File: src/bgn_map.svh
// timing constants for the buck gate non-overlap control block
`ifndef BGN_MAP_SVH
`define BGN_MAP_SVH
// -------------------------------------------------------------
// clock and dead-time figures
// -------------------------------------------------------------
`define BGN_CLK_PERIOD_PS    10000
`define BGN_FALLBACK_PS      120000
`define BGN_TIMEOUT_PS       240000
`define BGN_UPPER_DELAY_PS   40000
// least times round up to whole cycles
`define BGN_FALLBACK_CYC ((`BGN_FALLBACK_PS + `BGN_CLK_PERIOD_PS - 1) / `BGN_CLK_PERIOD_PS)
`define BGN_TIMEOUT_CYC  ((`BGN_TIMEOUT_PS + `BGN_CLK_PERIOD_PS - 1) / `BGN_CLK_PERIOD_PS)
`define BGN_UPPER_CYC    ((`BGN_UPPER_DELAY_PS + `BGN_CLK_PERIOD_PS - 1) / `BGN_CLK_PERIOD_PS)
`define BGN_CNT_W        8
`endif

File: src/bgn_pkg.sv
// types for the buck gate non-overlap control block
package bgn_pkg;
  // -------------------------------------------------------------
  // sequencer states
  // -------------------------------------------------------------
  typedef enum logic [2:0] {
    BGN_IDLE,
    BGN_UPPER_WAIT,
    BGN_UPPER_ON,
    BGN_LOWER_WAIT,
    BGN_LOWER_ON
  } bgn_state_t;
  // comparator flags carried together
  typedef struct packed {
    logic node_high;
    logic node_below_1v;
    logic lower_below_thr;
  } bgn_sense_t;
  // gate command pair
  typedef struct packed {
    logic upper;
    logic lower;
  } bgn_gates_t;
endpackage

File: src/bgn_delay_cnt.sv
// down counter measuring the fixed 40 ns upper dead-time delay
module bgn_delay_cnt #(
  parameter int W = 8
) (
  // clock and reset
  input  wire logic         clk_sys_in,
  input  wire logic         rst_in,
  // control
  input  wire logic         load_in,
  input  wire logic [W-1:0] value_in,
  // state
  output logic      [W-1:0] count_out
);
  logic [W-1:0] count;
  logic [W-1:0] next_count;
  // -------------------------------------------------------------
  // next count: load wins, otherwise count down to zero
  // -------------------------------------------------------------
  always_comb begin
    next_count = count;
    if (load_in) begin
      next_count = value_in;
    end else if (count != '0) begin
      next_count = count - 1'b1;
    end
  end
  always_ff @(posedge clk_sys_in or posedge rst_in) begin
    if (rst_in) begin
      count <= '0;
    end else begin
      count <= next_count;
    end
  end
  assign count_out = count;
endmodule

File: src/bgn_gate_ctrl.sv
// non-overlap sequencer for the upper and lower gate commands
// -------------------------------------------------------------
// -------------------------------------------------------------
`include "bgn_map.svh"
module bgn_gate_ctrl #(
  parameter int CNT_W = `BGN_CNT_W
) (
  // clock and reset
  input  wire logic               clk_sys_in,
  input  wire logic               rst_in,
  // controller side
  input  wire logic               pwm_in,
  input  wire logic               output_disable_n_in,
  // comparator flags, already synchronous
  input  wire bgn_pkg::bgn_sense_t sense_in,
  // gate commands
  output logic                    upper_gate_cmd_out,
  output logic                    lower_gate_cmd_out
);
  // -------------------------------------------------------------
  // delay constants in cycles
  // -------------------------------------------------------------
  localparam logic [CNT_W-1:0] FALLBACK_CYC = CNT_W'(`BGN_FALLBACK_CYC);
  localparam logic [CNT_W-1:0] TIMEOUT_CYC  = CNT_W'(`BGN_TIMEOUT_CYC);
  localparam logic [CNT_W-1:0] UPPER_CYC    = CNT_W'(`BGN_UPPER_CYC);

  // -------------------------------------------------------------
  // state
  // -------------------------------------------------------------
  bgn_pkg::bgn_state_t state;            // sequencer state
  bgn_pkg::bgn_state_t next_state;
  bgn_pkg::bgn_gates_t gates;            // registered commands
  bgn_pkg::bgn_gates_t next_gates;
  logic                seen_high;        // node seen high since upper release
  logic                next_seen_high;
  logic                below_seen;       // lower gate under threshold, delay armed
  logic                next_below_seen;
  logic [CNT_W-1:0]    elapsed;          // cycles since upper released
  logic [CNT_W-1:0]    next_elapsed;
  logic                cnt_load;         // restart the delay counter
  logic [CNT_W-1:0]    cnt_value;
  logic [CNT_W-1:0]    cnt;              // remaining delay cycles
  logic                enabled;

  assign enabled = output_disable_n_in;

  // -------------------------------------------------------------
  // delay counter used only for the 40 ns upper delay
  // -------------------------------------------------------------
  bgn_delay_cnt #(
    .W (CNT_W)
  ) u_delay (
    .clk_sys_in (clk_sys_in),
    .rst_in     (rst_in),
    .load_in    (cnt_load),
    .value_in   (cnt_value),
    .count_out  (cnt)
  );

  // -------------------------------------------------------------
  // next-state logic
  // -------------------------------------------------------------
  always_comb begin
    next_state      = state;
    next_gates      = gates;
    next_seen_high  = seen_high;
    next_below_seen = below_seen;
    next_elapsed    = elapsed;
    cnt_load        = 1'b0;
    cnt_value       = UPPER_CYC;
    if (!enabled) begin
      // disable overrides everything, both gates off at once
      next_state      = bgn_pkg::BGN_IDLE;
      next_gates      = '0;
      next_seen_high  = 1'b0;
      next_below_seen = 1'b0;
      next_elapsed    = '0;
    end else begin
      case (state)
        // coming out of disable: pick side from the pulse level
        bgn_pkg::BGN_IDLE: begin
          next_gates = '0;
          if (pwm_in) begin
            next_state = bgn_pkg::BGN_UPPER_WAIT;
          end else begin
            next_state   = bgn_pkg::BGN_LOWER_WAIT;
            next_elapsed = '0;
            next_seen_high = 1'b0;
          end
        end
        // lower released, wait for its level then 40 ns
        bgn_pkg::BGN_UPPER_WAIT: begin
          next_gates.lower = 1'b0;
          if (!pwm_in) begin
            next_state     = bgn_pkg::BGN_LOWER_ON;
            next_gates     = 2'b01;
            next_below_seen = 1'b0;
          end else if (!below_seen) begin
            if (sense_in.lower_below_thr && !gates.lower) begin
              next_below_seen = 1'b1;
              cnt_load        = 1'b1;
            end
          end else if (cnt == '0) begin
            next_state      = bgn_pkg::BGN_UPPER_ON;
            next_gates      = 2'b10;
            next_below_seen = 1'b0;
          end
        end
        // upper conducting until the pulse falls
        bgn_pkg::BGN_UPPER_ON: begin
          if (!pwm_in) begin
            next_state     = bgn_pkg::BGN_LOWER_WAIT;
            next_gates     = '0;
            next_seen_high = 1'b0;
            next_elapsed   = '0;
          end
        end
        // upper released: watch the switch node
        bgn_pkg::BGN_LOWER_WAIT: begin
          next_gates.upper = 1'b0;
          if (elapsed != TIMEOUT_CYC) begin
            next_elapsed = elapsed + 1'b1;
          end
          if (sense_in.node_high) begin
            next_seen_high = 1'b1;
          end
          if (pwm_in) begin
            // pulse back up before lower came on: lower already off
            next_state      = bgn_pkg::BGN_UPPER_WAIT;
            next_below_seen = 1'b0;
          end else if (seen_high && sense_in.node_below_1v) begin
            next_state = bgn_pkg::BGN_LOWER_ON;
            next_gates = 2'b01;
          end else if (!seen_high && !sense_in.node_high
                       && elapsed >= FALLBACK_CYC) begin
            next_state = bgn_pkg::BGN_LOWER_ON;
            next_gates = 2'b01;
          end else if (elapsed >= TIMEOUT_CYC) begin
            // reverse inductor current holds the node up
            next_state = bgn_pkg::BGN_LOWER_ON;
            next_gates = 2'b01;
          end
        end
        // lower conducting until the pulse rises
        bgn_pkg::BGN_LOWER_ON: begin
          if (pwm_in) begin
            next_state      = bgn_pkg::BGN_UPPER_WAIT;
            next_gates      = '0;
            next_below_seen = 1'b0;
          end
        end
        default: begin
          next_state = bgn_pkg::BGN_IDLE;
          next_gates = '0;
        end
      endcase
    end
    // last guard: one gate at most, upper dropped if both asked
    if (next_gates.upper && next_gates.lower) begin
      next_gates.upper = 1'b0;
    end
  end

  // -------------------------------------------------------------
  // registers
  // -------------------------------------------------------------
  always_ff @(posedge clk_sys_in or posedge rst_in) begin
    if (rst_in) begin
      state      <= bgn_pkg::BGN_IDLE;
      gates      <= '0;
      seen_high  <= 1'b0;
      below_seen <= 1'b0;
      elapsed    <= '0;
    end else begin
      state      <= next_state;
      gates      <= next_gates;
      seen_high  <= next_seen_high;
      below_seen <= next_below_seen;
      elapsed    <= next_elapsed;
    end
  end

  assign upper_gate_cmd_out = gates.upper;
  assign lower_gate_cmd_out = gates.lower;

  // -------------------------------------------------------------
  // assertions
  // -------------------------------------------------------------
  property p_no_overlap;
    @(posedge clk_sys_in) disable iff (rst_in)
      !(upper_gate_cmd_out && lower_gate_cmd_out);
  endproperty
  a_no_overlap: assert property (p_no_overlap)
    else $error("both gates on");

  property p_dis_both_low;
    @(posedge clk_sys_in) disable iff (rst_in)
      !output_disable_n_in |=> !upper_gate_cmd_out && !lower_gate_cmd_out;
  endproperty
  a_dis_both_low: assert property (p_dis_both_low)
    else $error("gates on while disabled");

  property p_dis_lower;
    @(posedge clk_sys_in) disable iff (rst_in)
      $rose(lower_gate_cmd_out) |-> $past(output_disable_n_in);
  endproperty
  a_dis_lower: assert property (p_dis_lower)
    else $error("lower on after disable");

  property p_dis_upper;
    @(posedge clk_sys_in) disable iff (rst_in)
      $rose(upper_gate_cmd_out) |-> $past(output_disable_n_in);
  endproperty
  a_dis_upper: assert property (p_dis_upper)
    else $error("upper on after disable");

  property p_upper_needs_pwm;
    @(posedge clk_sys_in) disable iff (rst_in)
      $rose(upper_gate_cmd_out) |-> $past(pwm_in);
  endproperty
  a_upper_needs_pwm: assert property (p_upper_needs_pwm)
    else $error("upper on without pulse");

  property p_lower_needs_low_pwm;
    @(posedge clk_sys_in) disable iff (rst_in)
      $rose(lower_gate_cmd_out) |-> !$past(pwm_in);
  endproperty
  a_lower_needs_low_pwm: assert property (p_lower_needs_low_pwm)
    else $error("lower on with pulse high");

  property p_upper_delay;
    @(posedge clk_sys_in) disable iff (rst_in)
      $rose(upper_gate_cmd_out) |-> $past(below_seen) && $past(cnt) == '0
        && !$past(lower_gate_cmd_out, 4);
  endproperty
  a_upper_delay: assert property (p_upper_delay)
    else $error("upper on before 40 ns delay");

  property p_pwm_rise_release;
    @(posedge clk_sys_in) disable iff (rst_in)
      output_disable_n_in && pwm_in && lower_gate_cmd_out |=> !lower_gate_cmd_out;
  endproperty
  a_pwm_rise_release: assert property (p_pwm_rise_release)
    else $error("lower not released on pulse rise");

  property p_lower_timeout;
    @(posedge clk_sys_in) disable iff (rst_in)
      state == bgn_pkg::BGN_LOWER_WAIT && output_disable_n_in && !pwm_in
        && elapsed >= TIMEOUT_CYC |=> lower_gate_cmd_out;
  endproperty
  a_lower_timeout: assert property (p_lower_timeout)
    else $error("lower not on at timeout");

  property p_lower_fallback;
    @(posedge clk_sys_in) disable iff (rst_in)
      $rose(lower_gate_cmd_out) && $past(state) == bgn_pkg::BGN_LOWER_WAIT
        && !$past(seen_high) && !$past(sense_in.node_high)
        |-> $past(elapsed) >= FALLBACK_CYC;
  endproperty
  a_lower_fallback: assert property (p_lower_fallback)
    else $error("lower on before fallback delay");

  property p_lower_sw;
    @(posedge clk_sys_in) disable iff (rst_in)
      $rose(lower_gate_cmd_out) && $past(state) == bgn_pkg::BGN_LOWER_WAIT
        && $past(seen_high) && $past(elapsed) < TIMEOUT_CYC
        |-> $past(sense_in.node_below_1v);
  endproperty
  a_lower_sw: assert property (p_lower_sw)
    else $error("lower on with node still high");

  // upper must drop one edge after the pulse is seen low
  property p_upper_follows;
    @(posedge clk_sys_in) disable iff (rst_in)
      output_disable_n_in && !pwm_in |=> !upper_gate_cmd_out;
  endproperty
  a_upper_follows: assert property (p_upper_follows)
    else $error("upper still on with pulse low");

  // lower must drop one edge after the pulse is seen high
  property p_lower_follows;
    @(posedge clk_sys_in) disable iff (rst_in)
      output_disable_n_in && pwm_in |=> !lower_gate_cmd_out;
  endproperty
  a_lower_follows: assert property (p_lower_follows)
    else $error("lower still on with pulse high");

  // disable parks the sequencer so a restart always re-qualifies both sides
  property p_dis_idle;
    @(posedge clk_sys_in) disable iff (rst_in)
      !output_disable_n_in |=> state == bgn_pkg::BGN_IDLE;
  endproperty
  a_dis_idle: assert property (p_dis_idle)
    else $error("sequencer not parked while disabled");
endmodule

File: config.mk
export PLATFORM = sky130hd
export DESIGN_NAME = bgn_gate_ctrl
export DESIGN_NICKNAME = d
export VERILOG_FILES = /design/src/bgn_pkg.sv /design/src/bgn_delay_cnt.sv /design/src/bgn_gate_ctrl.sv
export VERILOG_INCLUDE_DIRS = /design/src
export SDC_FILE = /design/constraint.sdc
export NUM_CORES = 1
export LEC_CHECK = 0
export BUFFER_PORTS_ARGS = -buffer_cell sky130_fd_sc_hd__buf_2
export CELL_PAD_IN_SITES_DETAIL_PLACEMENT = 1
export CELL_PAD_IN_SITES_GLOBAL_PLACEMENT = 1
export CORE_MARGIN = 3
export CORE_UTILIZATION = 50
export CTS_BUF_LIST = sky130_fd_sc_hd__clkbuf_8
export DETAILED_ROUTE_END_ITERATION = 10
export PLACE_DENSITY = 0.95
export RECOVER_POWER = 50
export SLEW_MARGIN = 30
export SYNTH_ARGS = -nofsm -noshare
export SYNTH_HDL_FRONTEND = slang
export SYNTH_HIERARCHICAL = 1
export SYNTH_SLANG_ARGS = --single-unit
export TNS_END_PERCENT = 30
File: constraint.sdc
create_clock -name clk_sys_in -period 5.33 [get_ports clk_sys_in]
set_clock_uncertainty 0.1 [all_clocks]
set_input_delay 0.2665 -clock clk_sys_in [delete_from_list [all_inputs] [get_ports clk_sys_in]]
set_output_delay 0.2665 -clock clk_sys_in [all_outputs]
set_load 0.005 [all_outputs]
==> results_dict.tcl, run 1 <==
set metrics [dict create \
    status "complete, no violations" \
    vias 1485 \
    overflow 0 \
    netlist.area_leader.share 0.357 \
    synth_edf_count 0 \
    clockBufferDepth 2 \
    p_leak_uw 0.000681 \
    floorplan.initialDensity 0.555 \
    cts_buffers 3 \
    h-tree-depth 1 \
    synth.yosys.seq_area_share 0.357 \
    die_area_sq_um 3940 \
    fin_crit_sh 0.405 \
    dieHeight_microns 62.8 \
    rsz0062_at_grt "no" \
    rows 19 \
    core_area_sq_um 2900 \
    drv_cap 0 \
    grt_usage 0.238 \
    slew_violations 0 \
    synth_warnings 6 \
    cts.sinks 23 \
    max_slew_margin 0.483 \
    yosys.area_share.simple 0.268 \
    synth_area_leaders "dfrtp_1 36%, o31ai_1 4.7%, o21ai_0 4.0%" \
    nets 209 \
    nFillCells 360 \
    yosysTopAreaCell "dfrtp_1" \
    wl_per_cell_microns 18.1 \
    fin_total_pwr_uw 630 \
    portBuffers 8 \
    ys.flop_type "dfrtp_1" \
    synth_compound_area_frac 0.228 \
    finalHoldViolCount 0 \
    grt_pass1_wl_microns 7580 \
    synth.distinct_cells 55 \
    synthMuxAreaShare 0.0194 \
    hp-class "in -> reg" \
    hold_ws_ns 0.178 \
    final-setup-viol-count 0 \
    clock_latency_ns 0.27 \
    ys_seq_elements 23 \
    synth_xor_area_frac 0.0272 \
    cts_root_buf "clkbuf_8" \
    n_antenna_cell 0 \
    clk_pin_slew_worst_paths_ns 0.09 \
    grt_pass1_vias 1578 \
    syn_area_sq_um 1610 \
    cp.arrival_ns 2.20 \
    ant_nets 0 \
    routed_wl_microns 4320 \
    die_w_microns 62.8 \
    crit_required_ns 5.37 \
    cp-end-kind "flop" \
    synthCells 185 \
    start_kind "flop" \
    synth_area_per_cell_sq_um 8.70 \
    grt_max_degree 18 \
    worstSetupPathType "reg -> reg" \
    path_cells "or2b_1 > nor4_2 > buf_4 > inv_1 > o311a_2 > nor3_1 > a21oi_1" \
    drtIter0Drc 90 \
    drive_gt1_frac 0.127 \
    fin_crit_ns 2.16 \
    fmax_mhz 463 \
    slowest_delay_ns 0.65 \
    ys_async_sr_fraction 1.00 \
    power_density_nw_per_um2 360 \
    synthToLayoutAreaGrowth_pct 8.62 \
    post_drt_via_cell_ratio 6.21 \
    cts_tree "yes" \
    cpMaxStageDelayCell "dfrtp_1" \
    crit_fanout 16 \
    place_hpwl_microns 3160 \
    dr.pass1.iters 4 \
    finalSetupTns_ns 0 \
    ir_drop_v 0.000286 \
    drc 0 \
    io_pins 9 \
    synth_fa_ha_area_frac 0.0311 \
    synth_top_family_by_area "simple AND/OR/NAND/NOR gates" \
    antenna_found_initial 0 \
    globalplace.congestion 0.906 \
    worst-slew-pin-transition_ns 0.769 \
]
## metrics by stage
step / cell area [sq um] / util / setup WS (ns) / std cells
after CTS: 1750 / 0.604 / 3.15 / 239
final: 1750 / 0.603 / 3.17 / 239
after global placement: 1700 / 0.585 / 3.31 / 234
after global routing: 1750 / 0.603 / 2.96 / 239
after detailed placement: 1700 / 0.585 / 3.20 / 234
after floorplan: 1630 / - / 3.31 / 191
## registers in the layout, summed over array words and instances (netlist names)
| name | count |
|---|---|
| below_seen | 1 |
| elapsed | 8 |
| lower_gate_cmd_out | 1 |
| seen_high | 1 |
| state | 3 |
| u_delay/count_out | 8 |
| upper_gate_cmd_out | 1 |
## cells in the mapped netlist (2+ instances only)
master    instances
xnor2_1           2
nand3_1           5
ha_1              4
dfrtp_1          23
mux2i_1           2
nand2b_1          3
nor4_1            5
nand2_1           9
xor2_1            3
nor3b_1           2
nand4b_1          3
a31oi_1           3
o21ai_0          13
nor2_1           12
nor3_1            3
conb_1            2
inv_1            16
nor2b_1           5
a22oi_1           3
or3_1             4
o31ai_1          10
or2_2             2
a21oi_1          12
or4_1             4
clkbuf_1          5
## worst max-delay path: cells and delay by family (launching register included)
family | cells | cell delay (ns)
flops | 1 | 0.65
simple gates | 3 | 0.71
buf+inv | 2 | 0.38
compound gates | 2 | 0.19
## what timing repair did
item	CTS	global route
hold buffers	1	0
gates resized for setup	0	0
endpoints found under the setup margin	0	0
endpoints found under the hold margin	23	0
setup buffers	0	0
## layer usage
| metal | part of all wire | vias to the layer above | global-route usage |
|---|---|---|---|
| li1 | - | 699 | - |
| met1 | 0.41 | 737 | 0.282 |
| met2 | 0.54 | 39 | 0.433 |
| met3 | 0.035 | 10 | 0.0396 |
| met4 | 0.022 | 0 | 0.0771 |
| met5 | 0 | - | 0 |
## path summary, 6_finish.rpt
| path | startpoint | to | slack, ns | depth (start not counted) |
|---|---|---|---|---|
| max in group asynchronous | rst_in | below_seen$_DFFE_PP0P_ | 4.23 | 3 |
| hold reg to reg | elapsed[6]$_DFFE_PP0P_ | elapsed[6]$_DFFE_PP0P_ | 0.45 | 1 |
| min in group asynchronous | rst_in | u_delay/count_out[4]$_DFFE_PP0P_ | 0.38 | 3 |
| setup reg to reg | state[0]$_DFFE_PP0P_ | u_delay/count_out[5]$_DFFE_PP0P_ | 3.17 | 7 |
| hold / removal | sense_in[2] | seen_high$_DFFE_PP0P_ | 0.18 | 3 |
| setup / recovery | state[0]$_DFFE_PP0P_ | u_delay/count_out[5]$_DFFE_PP0P_ | 3.17 | 7 |
## kinds of logic after synthesis
| kind of cell | count (synthesis) |
|---|---|
| xor gates and xnor gates | 5 |
| other | 2 |
| AOI/OAI and AO/OA | 55 |
| buffers and inverters | 24 |
| and+or+nand+nor | 69 |
| DFF | 23 |
| muxes | 3 |
| adders and majority gates | 4 |
## cell type report
| cell class | count | area [sq um] | area share |
|---|---|---|---|
| timing repair buffer | 10 | 53.8 | 0.0308 |
| sequential | 23 | 576 | 0.329 |
| clock buffer | 3 | 41.3 | 0.0236 |
| inverter | 16 | 60.1 | 0.0343 |
| tap | 42 | 52.6 | 0.0300 |
| clock inverter | 1 | 5.00 | 0.00286 |
| multi-input combinational | 144 | 961 | 0.549 |
## power by group
part           switching [uW]  internal (uW)
logic                     127            102
registers                76.5            214
clock network            59.2           52.3
## placed cells by master, fill, tap and decap left out, drive strengths merged, types with 3 or more instances in the layout
cell    synthesis  layout
nand4b          3       3
or4             5       5
dfrtp          23      23
nand2b          3       3
inv            16      16
nand3           5       5
nor2b           5       5
o31ai          10      10
nor3            4       4
nand2           9       9
a22oi           3       3
nor2           12      12
or3             5       5
ha              4       4
a31oi           4       4
xor2            3       3
conb            2       8
clkbuf          5       6
o21ai          15      15
buf             3       6
nor4            6       6
a21oi          12      12
nor3b           3       3
(Power assumes the default switching activity.)
==> run 2: changes to the inputs <==
CORE_UTILIZATION = 43   (was 50)
PLACE_DENSITY = 0.89   (was 0.95)
clock period = 1.8 ns   (was 5.33 ns; I/O delays follow)
==> run 2 against run 1 <==
Compared with the run above: core utilization hardly changed; the flow now finishes with violations (negative setup slack); combinational power rose to 5.1 times the previous value; highest routed layer unchanged; via count rose by 10%; maximum frequency increased by 17%; worst hold slack got worse by 0.12 ns; sequential share of layout area fell by 5.3 points.
==> results_dict.tcl, run 2 (synthesis gave the netlist of run 1 again) <==
set metrics [dict create \
    final_common_cell "buf_4" \
    portBuffers 8 \
    grt_max_degree 16 \
    globalplace.congestion 0.836 \
    use_met1 0.276 \
    fin_cells 272 \
    busiest_layer "met2" \
    cts_buffers 3 \
    slew_violations 0 \
    n_antenna_cell 0 \
    final_area_sq_um 2090 \
    die_w_microns 67.2 \
    grt_pass1_vias 1794 \
    grt_pass1_wl_microns 8830 \
    clk_pin_slew_worst_paths_ns 0.09 \
    rows 21 \
    grt_usage 0.263 \
    drive_gt1_frac 0.305 \
    clock_latency_ns 0.27 \
    hold_ws_ns 0.0595 \
    path_cells "or3b_2 > nor3_4 > a31oi_1 > a211oi_1" \
    ir_drop_v 0.000646 \
    io_pins 9 \
    preCtsSetupSlack_ns -0.171 \
    dr.pass1.iters 4 \
    power_density_nw_per_um2 1080 \
    violations "negative setup slack" \
    post_drt_via_cell_ratio 6.01 \
    die_area_sq_um 4520 \
    cts_root_buf "clkbuf_8" \
    gr-usage-met2 0.508 \
    cts_tree "yes" \
    place_hpwl_microns 3700 \
    crit_family "simple AND/OR/NAND/NOR gates" \
    post_dp_cell_area_sq_um 1880 \
    fin_crit_sh 1.02 \
    crit_fanout 3 \
    cp-end-kind "flop" \
    cpMaxStageDelayCell "or3b_2" \
    synthToLayoutAreaGrowth_pct 29.8 \
    routed_wl_microns 5530 \
    h-tree-depth 1 \
    antenna_found_initial 0 \
    rsz0062_at_grt "yes" \
    p_leak_uw 0.000861 \
    cp.arrival_ns 1.91 \
    mostFrequentLayoutCells "27 x buf_4, 21 x dfrtp_1, 15 x inv_1" \
    max_slew_margin 0.559 \
    fin_crit_ns 1.84 \
    overflow 0 \
    drv_cap 0 \
    slowest_delay_ns 0.56 \
    cts.sinks 23 \
    status "finished with violations" \
    fmax_mhz 544 \
    finalWorstSetupSlack_ns -0.0398 \
    dp_cells 258 \
    floorplan.initialDensity 0.464 \
    crit_required_ns 1.87 \
    start_kind "flop" \
    wl_per_cell_microns 20.3 \
    hp-class "in -> reg" \
    finalSetupTns_ns -0.0797 \
    worstSetupPathType "reg -> reg" \
    nets 238 \
    core_area_sq_um 3470 \
    drc 0 \
    vias 1634 \
    clockBufferDepth 2 \
    final-setup-viol-count 4 \
    dieHeight_microns 67.2 \
    met3_usage 0.0516 \
    ant_nets 0 \
    drtIter0Drc 129 \
    crit_buf_inv 0 \
    worst-slew-pin-transition_ns 0.652 \
    finalHoldViolCount 0 \
]
run 2: cell count changes in the layout (fill, tap and decap cells not counted), moves of 2 or more:
cell	previous run	this run
a21oi_1	12	10
a21oi_2	0	2
buf_4	1	27
buf_6	0	2
dfrtp_1	23	21
dfrtp_2	0	2
nor4_1	4	2
nor4_4	1	3
run 2: metal layers:
layer / up-vias / part of all wire
li1: 751 / -
met1: 824 / 0.39
met2: 48 / 0.55
met3: 11 / 0.038
met4: 0 / 0.018
met5: - / 0
run 2: worst paths after layout:
kind | start | to | slack, ns | depth (start not counted)
worst max register to register | u_delay/count_out[1]$_DFFE_PP0P_ | state[1]$_DFFE_PP0P_ | -0.04 | 4
worst min-delay path | sense_in[2] | seen_high$_DFFE_PP0P_ | 0.06 | 3
worst min register to register | elapsed[0]$_DFFE_PP0P_ | elapsed[0]$_DFFE_PP0P_ | 0.45 | 1
worst max-delay path | u_delay/count_out[1]$_DFFE_PP0P_ | state[1]$_DFFE_PP0P_ | -0.04 | 4
max in group asynchronous | rst_in | state[0]$_DFFE_PP0P_ | 0.85 | 3
min in group asynchronous | rst_in | u_delay/count_out[6]$_DFFE_PP0P_ | 0.22 | 3
run 2: area by class of cell:
| type | count | area [sq um] |
|---|---|---|
| Clock buffer | 3 | 41.3 |
| Clock inverter | 1 | 5.00 |
| Fill cell | 413 | 1380 |
| Inverter | 16 | 60.1 |
| Multi-Input combinational cell | 144 | 1060 |
| Sequential cell | 23 | 578 |
| Tap cell | 46 | 57.6 |
| Timing Repair Buffer | 39 | 292 |
run 2: what timing repair did:
action | 4_1_cts | 5_1_grt
pin swaps | 5 | 6
gates resized for setup | 8 | 13
hold endpoints to repair | 23 | 0
buffers inserted | 6 | 3
endpoints found under the setup margin | 12 | 18
hold buffers | 1 | 0
run 2: worst min-delay path, stage by stage:
cell and delay (ns):
buf_2 0.09, a31oi_1 0.08, nor2_1 0.12
run 2: stage by stage:
stage,total power (uW),utilization
after floorplan,1360,-
after global placement,1630,0.541
after detailed placement,1740,0.541
after CTS,2150,0.580
after global routing,2410,0.603
final,2270,0.603
run 2: power breakdown:
part	total (uW)	leakage [uW]	internal, uW	switching [uW]
logic	1160	0.000543	547	616
clock network	331	0.0000255	155	177
registers	774	0.000293	637	137
